--- src/rtl/mpf_pkg.sv ---
// package: constants and carriers of the motor protection fault logger
package mpf_pkg;
  // bus map
  localparam logic [7:0] ADDR_MASK_1   = 8'h00;
  localparam logic [7:0] ADDR_MASK_2   = 8'h04;
  localparam logic [7:0] ADDR_MASK_3   = 8'h08;
  localparam logic [7:0] ADDR_MASK_4   = 8'h0C;
  localparam logic [7:0] ADDR_THERM_1  = 8'h10;
  localparam logic [7:0] ADDR_THERM_2  = 8'h14;
  localparam logic [7:0] ADDR_WARN_LVL = 8'h18;
  localparam logic [7:0] ADDR_CTRL     = 8'h1C;
  localparam logic [7:0] ADDR_STATUS   = 8'h20;
  localparam logic [7:0] ADDR_IRQ_STAT = 8'h24;
  localparam logic [7:0] ADDR_IRQ_MASK = 8'h28;
  localparam logic [7:0] ADDR_REC_0    = 8'h30;
  localparam logic [7:0] ADDR_REC_5    = 8'h44;
  localparam logic [1:0] RESP_OKAY     = 2'h0;
  localparam logic [1:0] RESP_SLVERR   = 2'h2;
  // resets and limits, tenths of a second / tenths of a degree, current limit in percent
  localparam logic [15:0] MASK_RESET    = 16'h0000;
  localparam logic [12:0] THERM_RESET   = 13'h0258;
  localparam logic [12:0] THERM_MIN     = 13'h012C;
  localparam logic [12:0] THERM_MAX     = 13'h1770;
  localparam logic [11:0] WARN_RESET    = 12'h41A;
  localparam logic [11:0] WARN_MAX      = 12'h44C;
  localparam logic [11:0] TEMP_TRIP_LOW = 12'h3E8;
  localparam logic [11:0] TEMP_TRIP_HI  = 12'h44C;
  localparam logic [15:0] CURRENT_LIMIT = 16'h0096;
  localparam logic [31:0] MS_PER_TENTH  = 32'h0000_0064;
  // field positions
  localparam int CTRL_FAULT_RESET = 0;
  localparam int ST_FAULT_ACTIVE  = 0;
  localparam int ST_CODE_LSB      = 8;
  localparam int IRQ_W            = 5;
  localparam int IRQ_FAULT        = 0;
  localparam int IRQ_THERMAL      = 1;
  localparam int IRQ_WARN         = 2;
  localparam int IRQ_UV_WARN      = 3;
  localparam int IRQ_BACKUP       = 4;
  // category bits within a fault mask
  localparam int CAT_CURRENT  = 0;
  localparam int CAT_VOLTAGE  = 1;
  localparam int CAT_OVERLOAD = 2;
  localparam int CAT_SYSTEM   = 3;
  localparam int CAT_FEEDBACK = 4;
  localparam int CAT_EXTERNAL = 5;
  localparam int CAT_COMM     = 6;
  // fault codes
  localparam logic [7:0] CODE_NONE          = 8'h00;
  localparam logic [7:0] CODE_UV_ACCEL      = 8'h0B;
  localparam logic [7:0] CODE_UV_DECEL      = 8'h0C;
  localparam logic [7:0] CODE_UV_CONST      = 8'h0D;
  localparam logic [7:0] CODE_SW_OVERTEMP   = 8'h10;
  localparam logic [7:0] CODE_SENSOR_OPEN   = 8'h12;
  localparam logic [7:0] CODE_THERM_ONE     = 8'h16;
  localparam logic [7:0] CODE_THERM_TWO     = 8'h17;
  localparam logic [7:0] CODE_DECEL_BACKUP  = 8'h3E;
  localparam int REC_DEPTH = 6;
  // timing: one accumulation tick per millisecond
  localparam int CLK_PERIOD_NS = 100;
  localparam int TICK_NS       = 1000000;
  localparam int TICK_CYCLES   = TICK_NS / CLK_PERIOD_NS;

  typedef enum logic [1:0] {
    MPF_STOPPED, MPF_ACCEL, MPF_DECEL, MPF_CONST
  } mpf_phase_t;

  typedef struct packed {
    logic [15:0] current_pct;
    logic [11:0] temp_dc;
    mpf_phase_t  phase;
    logic        motor_two;
    logic        heavy_duty;
    logic        sensorless;
    logic        undervoltage;
    logic        sensor_open;
    logic        backup_run;
    logic        ext_valid;
    logic [7:0]  ext_code;
    logic        fault_reset;
  } mpf_pins_t;
endpackage : mpf_pkg

--- src/rtl/mpf_motor_protection.sv ---
// module: thermal relay, heatsink trip, fault record and fault terminals
//
// The register addresses and register access over AXI4-Lite were left to the implementer.
`timescale 1ns/1ns
`default_nettype none

module mpf_motor_protection #(
  parameter int TICK_CYCLES = mpf_pkg::TICK_CYCLES
) (
  input  wire logic              aclk,
  input  wire logic              aresetn,
  input  wire mpf_pkg::mpf_pins_t pins,
  output logic                   drive_enable,
  output logic [1:0]             thermal_trip_ind,
  output logic                   overheat_warning,
  output logic                   uv_warning,
  output logic [3:0]             fault_terminal,
  output logic                   irq,
  input  wire logic [7:0]        s_axi_awaddr,
  input  wire logic              s_axi_awvalid,
  output logic                   s_axi_awready,
  input  wire logic [31:0]       s_axi_wdata,
  input  wire logic [3:0]        s_axi_wstrb,
  input  wire logic              s_axi_wvalid,
  output logic                   s_axi_wready,
  output logic [1:0]             s_axi_bresp,
  output logic                   s_axi_bvalid,
  input  wire logic              s_axi_bready,
  input  wire logic [7:0]        s_axi_araddr,
  input  wire logic              s_axi_arvalid,
  output logic                   s_axi_arready,
  output logic [31:0]            s_axi_rdata,
  output logic [1:0]             s_axi_rresp,
  output logic                   s_axi_rvalid,
  input  wire logic              s_axi_rready
);

  // pins come from other logic domains: two flops before use; a word is
  // taken only once two samples agree, so bit skew never forms a false
  // code or temperature; a pin word that never settles is never taken
  mpf_pkg::mpf_pins_t pin_meta_reg;
  mpf_pkg::mpf_pins_t pin_sync_reg;
  mpf_pkg::mpf_pins_t pin_last_reg;
  mpf_pkg::mpf_pins_t pin_reg;

  always_ff @(posedge aclk) begin
    if (!aresetn) begin
      pin_meta_reg <= '0;
      pin_sync_reg <= '0;
      pin_last_reg <= '0;
      pin_reg      <= '0;
    end else begin
      pin_meta_reg <= pins;
      pin_sync_reg <= pin_meta_reg;
      pin_last_reg <= pin_sync_reg;
      if (pin_sync_reg == pin_last_reg)
        pin_reg <= pin_sync_reg;
    end
  end

  // ---------------- register bus ----------------
  logic [15:0]      mask_reg [4];
  logic [12:0]      therm_reg [2];
  logic [11:0]      warn_lvl_reg;
  logic [mpf_pkg::IRQ_W-1:0] irq_stat_reg;
  logic [mpf_pkg::IRQ_W-1:0] irq_mask_reg;
  logic [mpf_pkg::IRQ_W-1:0] irq_event;
  logic [7:0]       aw_addr_reg;
  logic [31:0]      w_data_reg;
  logic [3:0]       w_strb_reg;
  logic             wr_fire;
  logic             sw_fault_reset;
  logic             fault_active_reg;
  logic [7:0]       fault_code_reg;
  logic [7:0]       record_reg [mpf_pkg::REC_DEPTH];

  // address and data may arrive in either order; ready drops once held
  assign wr_fire = !s_axi_awready && !s_axi_wready && !s_axi_bvalid;

  always_ff @(posedge aclk) begin
    if (!aresetn) begin
      s_axi_awready <= 1'b1;
      s_axi_wready  <= 1'b1;
      s_axi_bvalid  <= 1'b0;
      s_axi_bresp   <= mpf_pkg::RESP_OKAY;
      aw_addr_reg   <= 8'h00;
      w_data_reg    <= 32'h0000_0000;
      w_strb_reg    <= 4'h0;
    end else begin
      if (s_axi_awvalid && s_axi_awready) begin
        aw_addr_reg   <= s_axi_awaddr;
        s_axi_awready <= 1'b0;
      end
      if (s_axi_wvalid && s_axi_wready) begin
        w_data_reg   <= s_axi_wdata;
        w_strb_reg   <= s_axi_wstrb;
        s_axi_wready <= 1'b0;
      end
      if (wr_fire) begin
        s_axi_bvalid <= 1'b1;
        s_axi_bresp  <= wr_mapped(aw_addr_reg) ? mpf_pkg::RESP_OKAY
                                               : mpf_pkg::RESP_SLVERR;
      end
      if (s_axi_bvalid && s_axi_bready) begin
        s_axi_bvalid  <= 1'b0;
        s_axi_awready <= 1'b1;
        s_axi_wready  <= 1'b1;
      end
    end
  end

  function automatic logic wr_mapped(input logic [7:0] a);
    wr_mapped = (a <= mpf_pkg::ADDR_CTRL) && (a[1:0] == 2'b00) ||
                a == mpf_pkg::ADDR_IRQ_STAT || a == mpf_pkg::ADDR_IRQ_MASK;
  endfunction : wr_mapped

  // low halfword must be written whole for the wide fields
  logic lo_whole;
  assign lo_whole = &w_strb_reg[1:0];

  // fault category masks, four of them
  generate
    for (genvar m = 0; m < 4; m++) begin : g_mask
      always_ff @(posedge aclk) begin
        if (!aresetn) begin
          mask_reg[m] <= mpf_pkg::MASK_RESET;
        end else if (wr_fire && lo_whole &&
                     aw_addr_reg == mpf_pkg::ADDR_MASK_1 + 8'(4 * m)) begin
          mask_reg[m] <= w_data_reg[15:0];
        end
      end
    end
  endgenerate

  // action times clamp to 30.0 .. 600.0 s
  generate
    for (genvar t = 0; t < 2; t++) begin : g_therm
      always_ff @(posedge aclk) begin
        if (!aresetn) begin
          therm_reg[t] <= mpf_pkg::THERM_RESET;
        end else if (wr_fire && lo_whole &&
                     aw_addr_reg == mpf_pkg::ADDR_THERM_1 + 8'(4 * t)) begin
          if (w_data_reg[15:0] < 16'(mpf_pkg::THERM_MIN))
            therm_reg[t] <= mpf_pkg::THERM_MIN;
          else if (w_data_reg[15:0] > 16'(mpf_pkg::THERM_MAX))
            therm_reg[t] <= mpf_pkg::THERM_MAX;
          else
            therm_reg[t] <= w_data_reg[12:0];
        end
      end
    end
  endgenerate

  // warning level clamps to 110.0 degrees
  always_ff @(posedge aclk) begin
    if (!aresetn) begin
      warn_lvl_reg <= mpf_pkg::WARN_RESET;
    end else if (wr_fire && lo_whole &&
                 aw_addr_reg == mpf_pkg::ADDR_WARN_LVL) begin
      if (w_data_reg[15:0] > 16'(mpf_pkg::WARN_MAX))
        warn_lvl_reg <= mpf_pkg::WARN_MAX;
      else
        warn_lvl_reg <= w_data_reg[11:0];
    end
  end

  assign sw_fault_reset = wr_fire && w_strb_reg[0] &&
                          aw_addr_reg == mpf_pkg::ADDR_CTRL &&
                          w_data_reg[mpf_pkg::CTRL_FAULT_RESET];

  // sticky status: a new event beats a write-one clear
  always_ff @(posedge aclk) begin
    if (!aresetn) begin
      irq_stat_reg <= '0;
      irq_mask_reg <= '0;
    end else begin
      if (wr_fire && w_strb_reg[0] &&
          aw_addr_reg == mpf_pkg::ADDR_IRQ_STAT)
        irq_stat_reg <= (irq_stat_reg &
                         ~w_data_reg[mpf_pkg::IRQ_W-1:0]) | irq_event;
      else
        irq_stat_reg <= irq_stat_reg | irq_event;
      if (wr_fire && w_strb_reg[0] &&
          aw_addr_reg == mpf_pkg::ADDR_IRQ_MASK)
        irq_mask_reg <= w_data_reg[mpf_pkg::IRQ_W-1:0];
    end
  end

  always_ff @(posedge aclk) begin
    if (!aresetn)
      irq <= 1'b0;
    else
      irq <= |(irq_stat_reg & irq_mask_reg);
  end

  // read side: one outstanding read, answer one cycle after address
  logic [31:0] rd_value;
  logic        rd_ok;

  always_comb begin
    rd_value = 32'h0000_0000;
    rd_ok    = 1'b1;
    unique case (s_axi_araddr)
      mpf_pkg::ADDR_MASK_1:   rd_value = {16'h0000, mask_reg[0]};
      mpf_pkg::ADDR_MASK_2:   rd_value = {16'h0000, mask_reg[1]};
      mpf_pkg::ADDR_MASK_3:   rd_value = {16'h0000, mask_reg[2]};
      mpf_pkg::ADDR_MASK_4:   rd_value = {16'h0000, mask_reg[3]};
      mpf_pkg::ADDR_THERM_1:  rd_value = {19'h0, therm_reg[0]};
      mpf_pkg::ADDR_THERM_2:  rd_value = {19'h0, therm_reg[1]};
      mpf_pkg::ADDR_WARN_LVL: rd_value = {20'h0, warn_lvl_reg};
      mpf_pkg::ADDR_CTRL:     rd_value = 32'h0000_0000;
      mpf_pkg::ADDR_STATUS: begin
        rd_value[mpf_pkg::ST_FAULT_ACTIVE] = fault_active_reg;
        rd_value[mpf_pkg::ST_CODE_LSB +: 8] = fault_code_reg;
      end
      mpf_pkg::ADDR_IRQ_STAT: rd_value = 32'(irq_stat_reg);
      mpf_pkg::ADDR_IRQ_MASK: rd_value = 32'(irq_mask_reg);
      default: begin
        if (s_axi_araddr >= mpf_pkg::ADDR_REC_0 &&
            s_axi_araddr <= mpf_pkg::ADDR_REC_5 &&
            s_axi_araddr[1:0] == 2'b00)
          rd_value = 32'(record_reg[3'(
                       (s_axi_araddr - mpf_pkg::ADDR_REC_0) >> 2)]);
        else
          rd_ok = 1'b0;
      end
    endcase
  end

  always_ff @(posedge aclk) begin
    if (!aresetn) begin
      s_axi_arready <= 1'b1;
      s_axi_rvalid  <= 1'b0;
      s_axi_rdata   <= 32'h0000_0000;
      s_axi_rresp   <= mpf_pkg::RESP_OKAY;
    end else if (s_axi_arvalid && s_axi_arready) begin
      s_axi_arready <= 1'b0;
      s_axi_rvalid  <= 1'b1;
      s_axi_rdata   <= rd_value;
      s_axi_rresp   <= rd_ok ? mpf_pkg::RESP_OKAY : mpf_pkg::RESP_SLVERR;
    end else if (s_axi_rvalid && s_axi_rready) begin
      s_axi_rvalid  <= 1'b0;
      s_axi_arready <= 1'b1;
    end
  end

  // ---------------- thermal relay ----------------
  logic        fault_clear;
  logic [13:0] tick_cnt_reg;
  logic        tick;
  logic [31:0] therm_acc_reg [2];
  logic [1:0]  therm_trip;

  assign fault_clear = sw_fault_reset || pin_reg.fault_reset;
  assign tick = tick_cnt_reg == 14'(TICK_CYCLES - 1);

  always_ff @(posedge aclk) begin
    if (!aresetn || tick)
      tick_cnt_reg <= 14'h0000;
    else
      tick_cnt_reg <= tick_cnt_reg + 14'h0001;
  end

  // adding the current itself each ms: threshold is action time at 150 %,
  // so double current trips in half the time; no cooling while below
  generate
    for (genvar k = 0; k < 2; k++) begin : g_relay
      logic [31:0] limit;
      assign limit = 32'(therm_reg[k]) * mpf_pkg::MS_PER_TENTH *
                     32'(mpf_pkg::CURRENT_LIMIT);
      assign therm_trip[k] = therm_acc_reg[k] >= limit;
      always_ff @(posedge aclk) begin
        if (!aresetn || fault_clear) begin
          therm_acc_reg[k] <= 32'h0000_0000;
        end else if (tick && pin_reg.motor_two == 1'(k) &&
                     pin_reg.current_pct > mpf_pkg::CURRENT_LIMIT &&
                     !therm_trip[k]) begin
          therm_acc_reg[k] <= therm_acc_reg[k] +
                              32'(pin_reg.current_pct);
        end
      end
    end
  endgenerate

  // ---------------- heatsink temperature ----------------
  logic unreduced;
  logic temp_trip;
  logic warn_now;

  assign unreduced = warn_lvl_reg >= mpf_pkg::WARN_RESET;

  always_comb begin
    if ((pin_reg.heavy_duty || pin_reg.sensorless) && unreduced) begin
      warn_now  = 1'b0;
      temp_trip = pin_reg.temp_dc >= mpf_pkg::TEMP_TRIP_LOW;
    end else begin
      warn_now  = pin_reg.temp_dc >= warn_lvl_reg;
      temp_trip = pin_reg.temp_dc >= mpf_pkg::TEMP_TRIP_HI;
    end
  end

  // ---------------- fault capture ----------------
  logic [7:0] new_code;
  logic       uv_running;

  assign uv_running = pin_reg.undervoltage &&
                      pin_reg.phase != mpf_pkg::MPF_STOPPED;

  always_comb begin
    new_code = mpf_pkg::CODE_NONE;
    if (pin_reg.ext_valid && pin_reg.ext_code != mpf_pkg::CODE_NONE)
      new_code = pin_reg.ext_code;
    else if (therm_trip[0])
      new_code = mpf_pkg::CODE_THERM_ONE;
    else if (therm_trip[1])
      new_code = mpf_pkg::CODE_THERM_TWO;
    else if (pin_reg.sensor_open)
      new_code = mpf_pkg::CODE_SENSOR_OPEN;
    else if (temp_trip)
      new_code = mpf_pkg::CODE_SW_OVERTEMP;
    else if (uv_running) begin
      unique case (pin_reg.phase)
        mpf_pkg::MPF_ACCEL: new_code = mpf_pkg::CODE_UV_ACCEL;
        mpf_pkg::MPF_DECEL: new_code = mpf_pkg::CODE_UV_DECEL;
        default:            new_code = mpf_pkg::CODE_UV_CONST;
      endcase
    end
  end

  logic record_new;
  logic backup_new;

  // only the first fault of a stop is captured; reset re-arms
  assign record_new = !fault_active_reg && new_code != mpf_pkg::CODE_NONE;
  assign backup_new = !fault_active_reg && pin_reg.backup_run;

  always_ff @(posedge aclk) begin
    if (!aresetn) begin
      fault_active_reg <= 1'b0;
      fault_code_reg   <= mpf_pkg::CODE_NONE;
    end else if (backup_new) begin
      fault_active_reg <= 1'b1;
      fault_code_reg   <= mpf_pkg::CODE_DECEL_BACKUP;
    end else if (record_new) begin
      fault_active_reg <= 1'b1;
      fault_code_reg   <= new_code;
    end else if (fault_clear) begin
      fault_active_reg <= 1'b0;
      fault_code_reg   <= mpf_pkg::CODE_NONE;
    end
  end

  // newest entry at index 0; older ones shift down; a backup run overwrites every entry with its code
  generate
    for (genvar r = 0; r < mpf_pkg::REC_DEPTH; r++) begin : g_rec
      always_ff @(posedge aclk) begin
        if (!aresetn)
          record_reg[r] <= mpf_pkg::CODE_NONE;
        else if (backup_new)
          record_reg[r] <= mpf_pkg::CODE_DECEL_BACKUP;
        else if (record_new) begin
          if (r == 0)
            record_reg[r] <= new_code;
          else
            record_reg[r] <= record_reg[r - 1];
        end
      end
    end
  endgenerate

  // ---------------- category map ----------------
  function automatic logic [6:0] fault_category(input logic [7:0] c);
    fault_category = 7'h00;
    unique case (c)
      8'h01, 8'h02, 8'h03, 8'h04, 8'h06, 8'h4F, 8'h50, 8'h52:
        fault_category[mpf_pkg::CAT_CURRENT] = 1'b1;
      8'h07, 8'h08, 8'h09, 8'h0A, 8'h0B, 8'h0C, 8'h0D, 8'h0E, 8'h0F:
        fault_category[mpf_pkg::CAT_VOLTAGE] = 1'b1;
      8'h10, 8'h15, 8'h18, 8'h1A, 8'h1B, 8'h57:
        fault_category[mpf_pkg::CAT_OVERLOAD] = 1'b1;
      8'h1F, 8'h21, 8'h22, 8'h23, 8'h24, 8'h25, 8'h28, 8'h34,
      8'h4C, 8'h4D, 8'h4E:
        fault_category[mpf_pkg::CAT_SYSTEM] = 1'b1;
      8'h29, 8'h2A, 8'h2B, 8'h2D, 8'h30, 8'h59:
        fault_category[mpf_pkg::CAT_FEEDBACK] = 1'b1;
      8'h31, 8'h32, 8'h33, 8'h3D:
        fault_category[mpf_pkg::CAT_EXTERNAL] = 1'b1;
      8'h39, 8'h3A, 8'h65, 8'h66, 8'h68, 8'h69:
        fault_category[mpf_pkg::CAT_COMM] = 1'b1;
      default: fault_category = 7'h00;
    endcase
  endfunction : fault_category

  logic [6:0] active_cat;
  assign active_cat = fault_category(fault_code_reg);

  // terminal follows the held fault and drops on reset
  generate
    for (genvar o = 0; o < 4; o++) begin : g_term
      always_ff @(posedge aclk) begin
        if (!aresetn)
          fault_terminal[o] <= 1'b0;
        else
          fault_terminal[o] <= fault_active_reg &&
                               |(active_cat & mask_reg[o][6:0]);
      end
    end
  endgenerate

  // ---------------- outputs and events ----------------
  logic warn_prev_reg;
  logic uv_prev_reg;
  logic uv_stop;

  assign uv_stop = pin_reg.undervoltage &&
                   pin_reg.phase == mpf_pkg::MPF_STOPPED;

  always_ff @(posedge aclk) begin
    if (!aresetn) begin
      drive_enable     <= 1'b0;
      thermal_trip_ind <= 2'b00;
      overheat_warning <= 1'b0;
      uv_warning       <= 1'b0;
      warn_prev_reg    <= 1'b0;
      uv_prev_reg      <= 1'b0;
    end else begin
      // drive is cut, motor coasts, for every held fault
      drive_enable     <= !fault_active_reg && !record_new &&
                          !backup_new;
      if (fault_clear && !record_new)
        thermal_trip_ind <= 2'b00;
      else if (record_new && new_code == mpf_pkg::CODE_THERM_ONE)
        thermal_trip_ind[0] <= 1'b1;
      else if (record_new && new_code == mpf_pkg::CODE_THERM_TWO)
        thermal_trip_ind[1] <= 1'b1;
      overheat_warning <= warn_now;
      uv_warning       <= uv_stop;
      warn_prev_reg    <= warn_now;
      uv_prev_reg      <= uv_stop;
    end
  end

  always_comb begin
    irq_event = '0;
    irq_event[mpf_pkg::IRQ_FAULT]   = record_new || backup_new;
    irq_event[mpf_pkg::IRQ_THERMAL] = record_new &&
      (new_code == mpf_pkg::CODE_THERM_ONE ||
       new_code == mpf_pkg::CODE_THERM_TWO);
    irq_event[mpf_pkg::IRQ_WARN]    = warn_now && !warn_prev_reg;
    irq_event[mpf_pkg::IRQ_UV_WARN] = uv_stop && !uv_prev_reg;
    irq_event[mpf_pkg::IRQ_BACKUP]  = backup_new;
  end

endmodule : mpf_motor_protection

`default_nettype wire

--- config.mk ---
export PLATFORM = sky130hd
export DESIGN_NAME = mpf_motor_protection
export DESIGN_NICKNAME = d
export VERILOG_FILES = /design/src/rtl/mpf_pkg.sv /design/src/rtl/mpf_motor_protection.sv
export SDC_FILE = /design/constraint.sdc
export NUM_CORES = 1
export LEC_CHECK = 0
export BUFFER_PORTS_ARGS = -buffer_cell sky130_fd_sc_hd__buf_4
export CELL_PAD_IN_SITES_DETAIL_PLACEMENT = 1
export CELL_PAD_IN_SITES_GLOBAL_PLACEMENT = 2
export CORE_MARGIN = 2
export CORE_UTILIZATION = 44
export DETAILED_ROUTE_END_ITERATION = 8
export HOLD_SLACK_MARGIN = 0.15
export PLACE_DENSITY = 0.95
export SETUP_SLACK_MARGIN = 0.15
export SLEW_MARGIN = 20
export SYNTH_ARGS = -nofsm -noshare
export SYNTH_HDL_FRONTEND = slang
export SYNTH_SLANG_ARGS = --single-unit
--- constraint.sdc ---
create_clock -name aclk -period 27 [get_ports aclk]
set_input_delay 1.35 -clock aclk [delete_from_list [all_inputs] [get_ports aclk]]
set_output_delay 1.35 -clock aclk [all_outputs]
set_load 0.01 [all_outputs]
==> flow_summary_export.csv <==
group,metric,value,unit
run_status,outcome,"finished, final reports clean",
pwr,pwr_density_cell,105,nW/um^2
sta,finalSetupTns,0,ns
sta,rsz0062_at_grt,"no",
sta,slew_headroom,23.9,%
global_route,antenna_found_initial,2,
route,viasPerCell,5.64,
layout,final_area,33200,um^2
pwr,peakVddDrop,0.111,mV
synthesis,synth.top_cell.area_share,20.5,%
synthesis,synth-warning-count,0,
pwr,seq_power_share,24.1,%
synthesis,synth.distinct_cells,86,
job,drv_cap,0,
pwr,p_int,2.05,mW
pwr,combPwrFrac,53.5,%
synthesis,syn_area,29600,um^2
sta,post-route-period-util,42.6,%
placement,dp_hpwl,63600,um
pwr,p_leak,14.6,nW
route,drc,0,
cts,ctsResizeCount,0,
cts,clk_latency,0.64,ns
pwr,power_switching,1.42,mW
floorplan,start_util,44.3,%
global_route,grt_pass1_vias,24600,
floorplan,num_rows,95,
route,num_vias,22700,
hold_path,min_from,"pin_meta_reg[34]$_SDFF_PN0_",
hold_path,holdPathStages,1,
hold_path,hold_end,"pin_sync_reg[34]$_SDFF_PN0_",
synthesis,synth_edf_count,202,
synthesis,yosysTopAreaCell,"edfxtp_1",
cts,clkTransAtPathRegs,0.06,ns
sta,fin_crit,11.51,ns
floorplan,die_w,263,um
placement,placed_area,31300,um^2
sta,setup_viol,0,
synthesis,synth_cells,3013,
critical_path,r2r_slack,15.49,ns
route,wl_per_cell,21.0,um
cts,cts_buffers,53,
cts,clockBufferDepth,3,
placement,numPortBuffers,119,
layout,diodes,0,
route,wl,84300,um
floorplan,ios,156,
critical_path,r2r_end,"record_reg[5][2]$_DFFE_PP_",
sta,hold_violations,0,
route,drt_iter0_drc,1491,
critical_path,critical_path_class,"register to register",
hold_path,hp-class,"register to register",
critical_path,cp_slowest_cell,"edfxtp_1",
critical_path,end_kind,"register",
cts,postCtsSetupBuffers,0,
cts,root_buffer,"clkbuf_16",
global_route,grt_usage,24.1,%
pwr,clock_power_share,22.4,%
critical_path,startpoint_type,"register",
critical_path,arrival,11.75,ns
critical_path,max_stage_delay,0.58,ns
pwr,p_sw_share,40.9,%
layout,synthToLayoutAreaGrowth,12.0,%
cts,postCtsHoldBufs,0,
synthesis,async_flop_share,0,%
synthesis,ys.flop_type,"dfxtp_1",
sta,slew_violations,0,
critical_path,cpMostUsedCell,"ha_1",
critical_path,worstReg2RegStart,"therm_reg[0][2]$_DFFE_PP_",
synthesis,synth_seq_cells,490,
global_route,grt_pass1_wl,133000,um
synthesis,syn_area_per_cell,9.83,um^2
cts,clock_sinks,490,
sta,fin_worst_skew,0.0716,ns
critical_path,crit_buf_inv,4,
global_route,grt_max_degree,110,
route,dr.pass1.iters,7,
sta,fmaxAchievable,86.9,MHz
floorplan,dieArea,69400,um^2
placement,gp_congestion,0.895,
critical_path,critPathTopFamily,"adder cells",
cts,htree_levels,2,
synthesis,yosysSeqAreaShare,39.9,%
sta,worstMarginPinSlew,1.14,ns
critical_path,r2r_cells,38,
global_route,overflow,0,
critical_path,crit_fanout,28,
floorplan,coreArea,66900,um^2
layout,finalNetCount,3588,
synthesis,synthTopCellsByArea,"edfxtp_1, dfxtp_1, ha_1",
critical_path,cp.required,27.24,ns
floorplan,dieHeight,263,um
route,ant_nets,0,
layout,drive_above_1_share,8.71,%
cts,cts_tree,"built",
synth_stat cells (all sizes together) (6+ instances only):
library cell    n
ha            309
dfxtp         288
inv           288
nor2          226
and2          220
edfxtp        202
nand2         169
a21oi         131
o21ai         107
clkbuf         88
xnor2          88
nor2b          87
fa             72
mux2i          63
nand3          55
xor2           54
nor3           53
a21boi         41
and3           41
nand2b         34
a21o           33
buf            32
a22oi          29
nand4          24
a31oi          22
or3            21
a211oi         20
nor4           20
o21a           16
o31ai          15
a22o           12
mux4           12
a221oi         10
nor3b          10
o211ai         10
or4             9
a222oi          8
a211o           7
a41oi           7
o2111ai         7
o2bb2ai         7
a2111oi         6
or2             6
worst register-to-register path, delay by kind of cell (launching register included):
family,cells,cell delay (ns)
AO/OA/AOI/OAI,14,3.33
XOR/XNOR,2,0.48
adder cells (fa/ha/maj),10,3.86
buffers and inverters,4,0.66
flip-flops,1,0.58
AND/OR/NAND/NOR,8,2.26
per-layer routing:
layer / vias to the layer above / wire, um / track usage, %
met5: - / 13 / 0
met4: 2 / 2840 / 8.32
met3: 157 / 4350 / 3.97
met2: 544 / 42700 / 43.3
met1: 11400 / 34400 / 29.1
li1: 10600 / - / -
power by group through the flow:
stage | combinational, mW | clock, mW | sequential [mW]
final | 1.86 | 0.778 | 0.835
after global routing | 2.14 | 0.817 | 0.838
after CTS | 1.88 | 0.787 | 0.835
after detailed placement | 1.87 | 0 | 0.850
after global placement | 1.75 | 0 | 0.847
after floorplan | 1.42 | 0 | 0.834
cell type report:
type | instances | area [um^2]
well taps | 873 | 1090
clock inverters | 22 | 287
multi-input cells | 2138 | 16300
clock buffers | 78 | 1610
inverters | 288 | 1080
fillers | 7515 | 33700
flip-flops and latches | 490 | 11800
repair buffers | 131 | 987
how the worst max path moves through the flow:
stage | start | end | slack, ns | cells past startpoint
floorplan | therm_reg[0][2]$_DFFE_PP_ | record_reg[0][0]$_SDFFCE_PN0P_ | 16.87 | 36
global placement | therm_reg[0][2]$_DFFE_PP_ | record_reg[0][5]$_DFFE_PP_ | 15.89 | 38
detailed placement | therm_reg[0][2]$_DFFE_PP_ | record_reg[0][4]$_DFFE_PP_ | 15.47 | 38
CTS | therm_reg[0][2]$_DFFE_PP_ | record_reg[5][2]$_DFFE_PP_ | 15.45 | 38
global route | therm_reg[0][2]$_DFFE_PP_ | record_reg[4][2]$_SDFFCE_PN0P_ | 14.79 | 38
finish | therm_reg[0][2]$_DFFE_PP_ | record_reg[5][2]$_DFFE_PP_ | 15.49 | 38
stage by stage:
stage          std cells  hold WS [ns]  worst slack, ns  total power [mW]  utilization (%)
3_5_place_dp        3920         0.421            15.47              2.72             46.7
6_report            4020         0.425            15.49              3.47             49.6
3_3_place_gp        3920         0.418            15.89              2.59             46.7
2_1_floorplan       3036         0.412            16.87              2.25                -
4_1_cts             4020         0.430            15.45              3.50             49.5
5_1_grt             4020         0.449            14.79              3.79             49.6
cell families after synthesis:
logic type,share of synthesized area [%]
DFF,39.9
AOI/OAI and AO/OA,11.8
and+or+nand+nor,17.5
muxes,3.08
other,0.0127
adders and majority gates,17.9
buffers and inverters,5.49
xor gates and xnor gates,4.20
placed cells by master (no fill, tap or decap), types with 57 or more instances in the layout:
cell / count
a21oi_1: 131
and2_1: 220
buf_4: 130
clkbuf_16: 57
dfxtp_1: 288
edfxtp_1: 202
fa_1: 72
ha_1: 309
inv_1: 288
mux2i_1: 63
nand2_1: 168
nor2_1: 214
nor2b_1: 87
o21ai_0: 102
xnor2_1: 88
No activity file was read; power rests on OpenSTA's default activity.
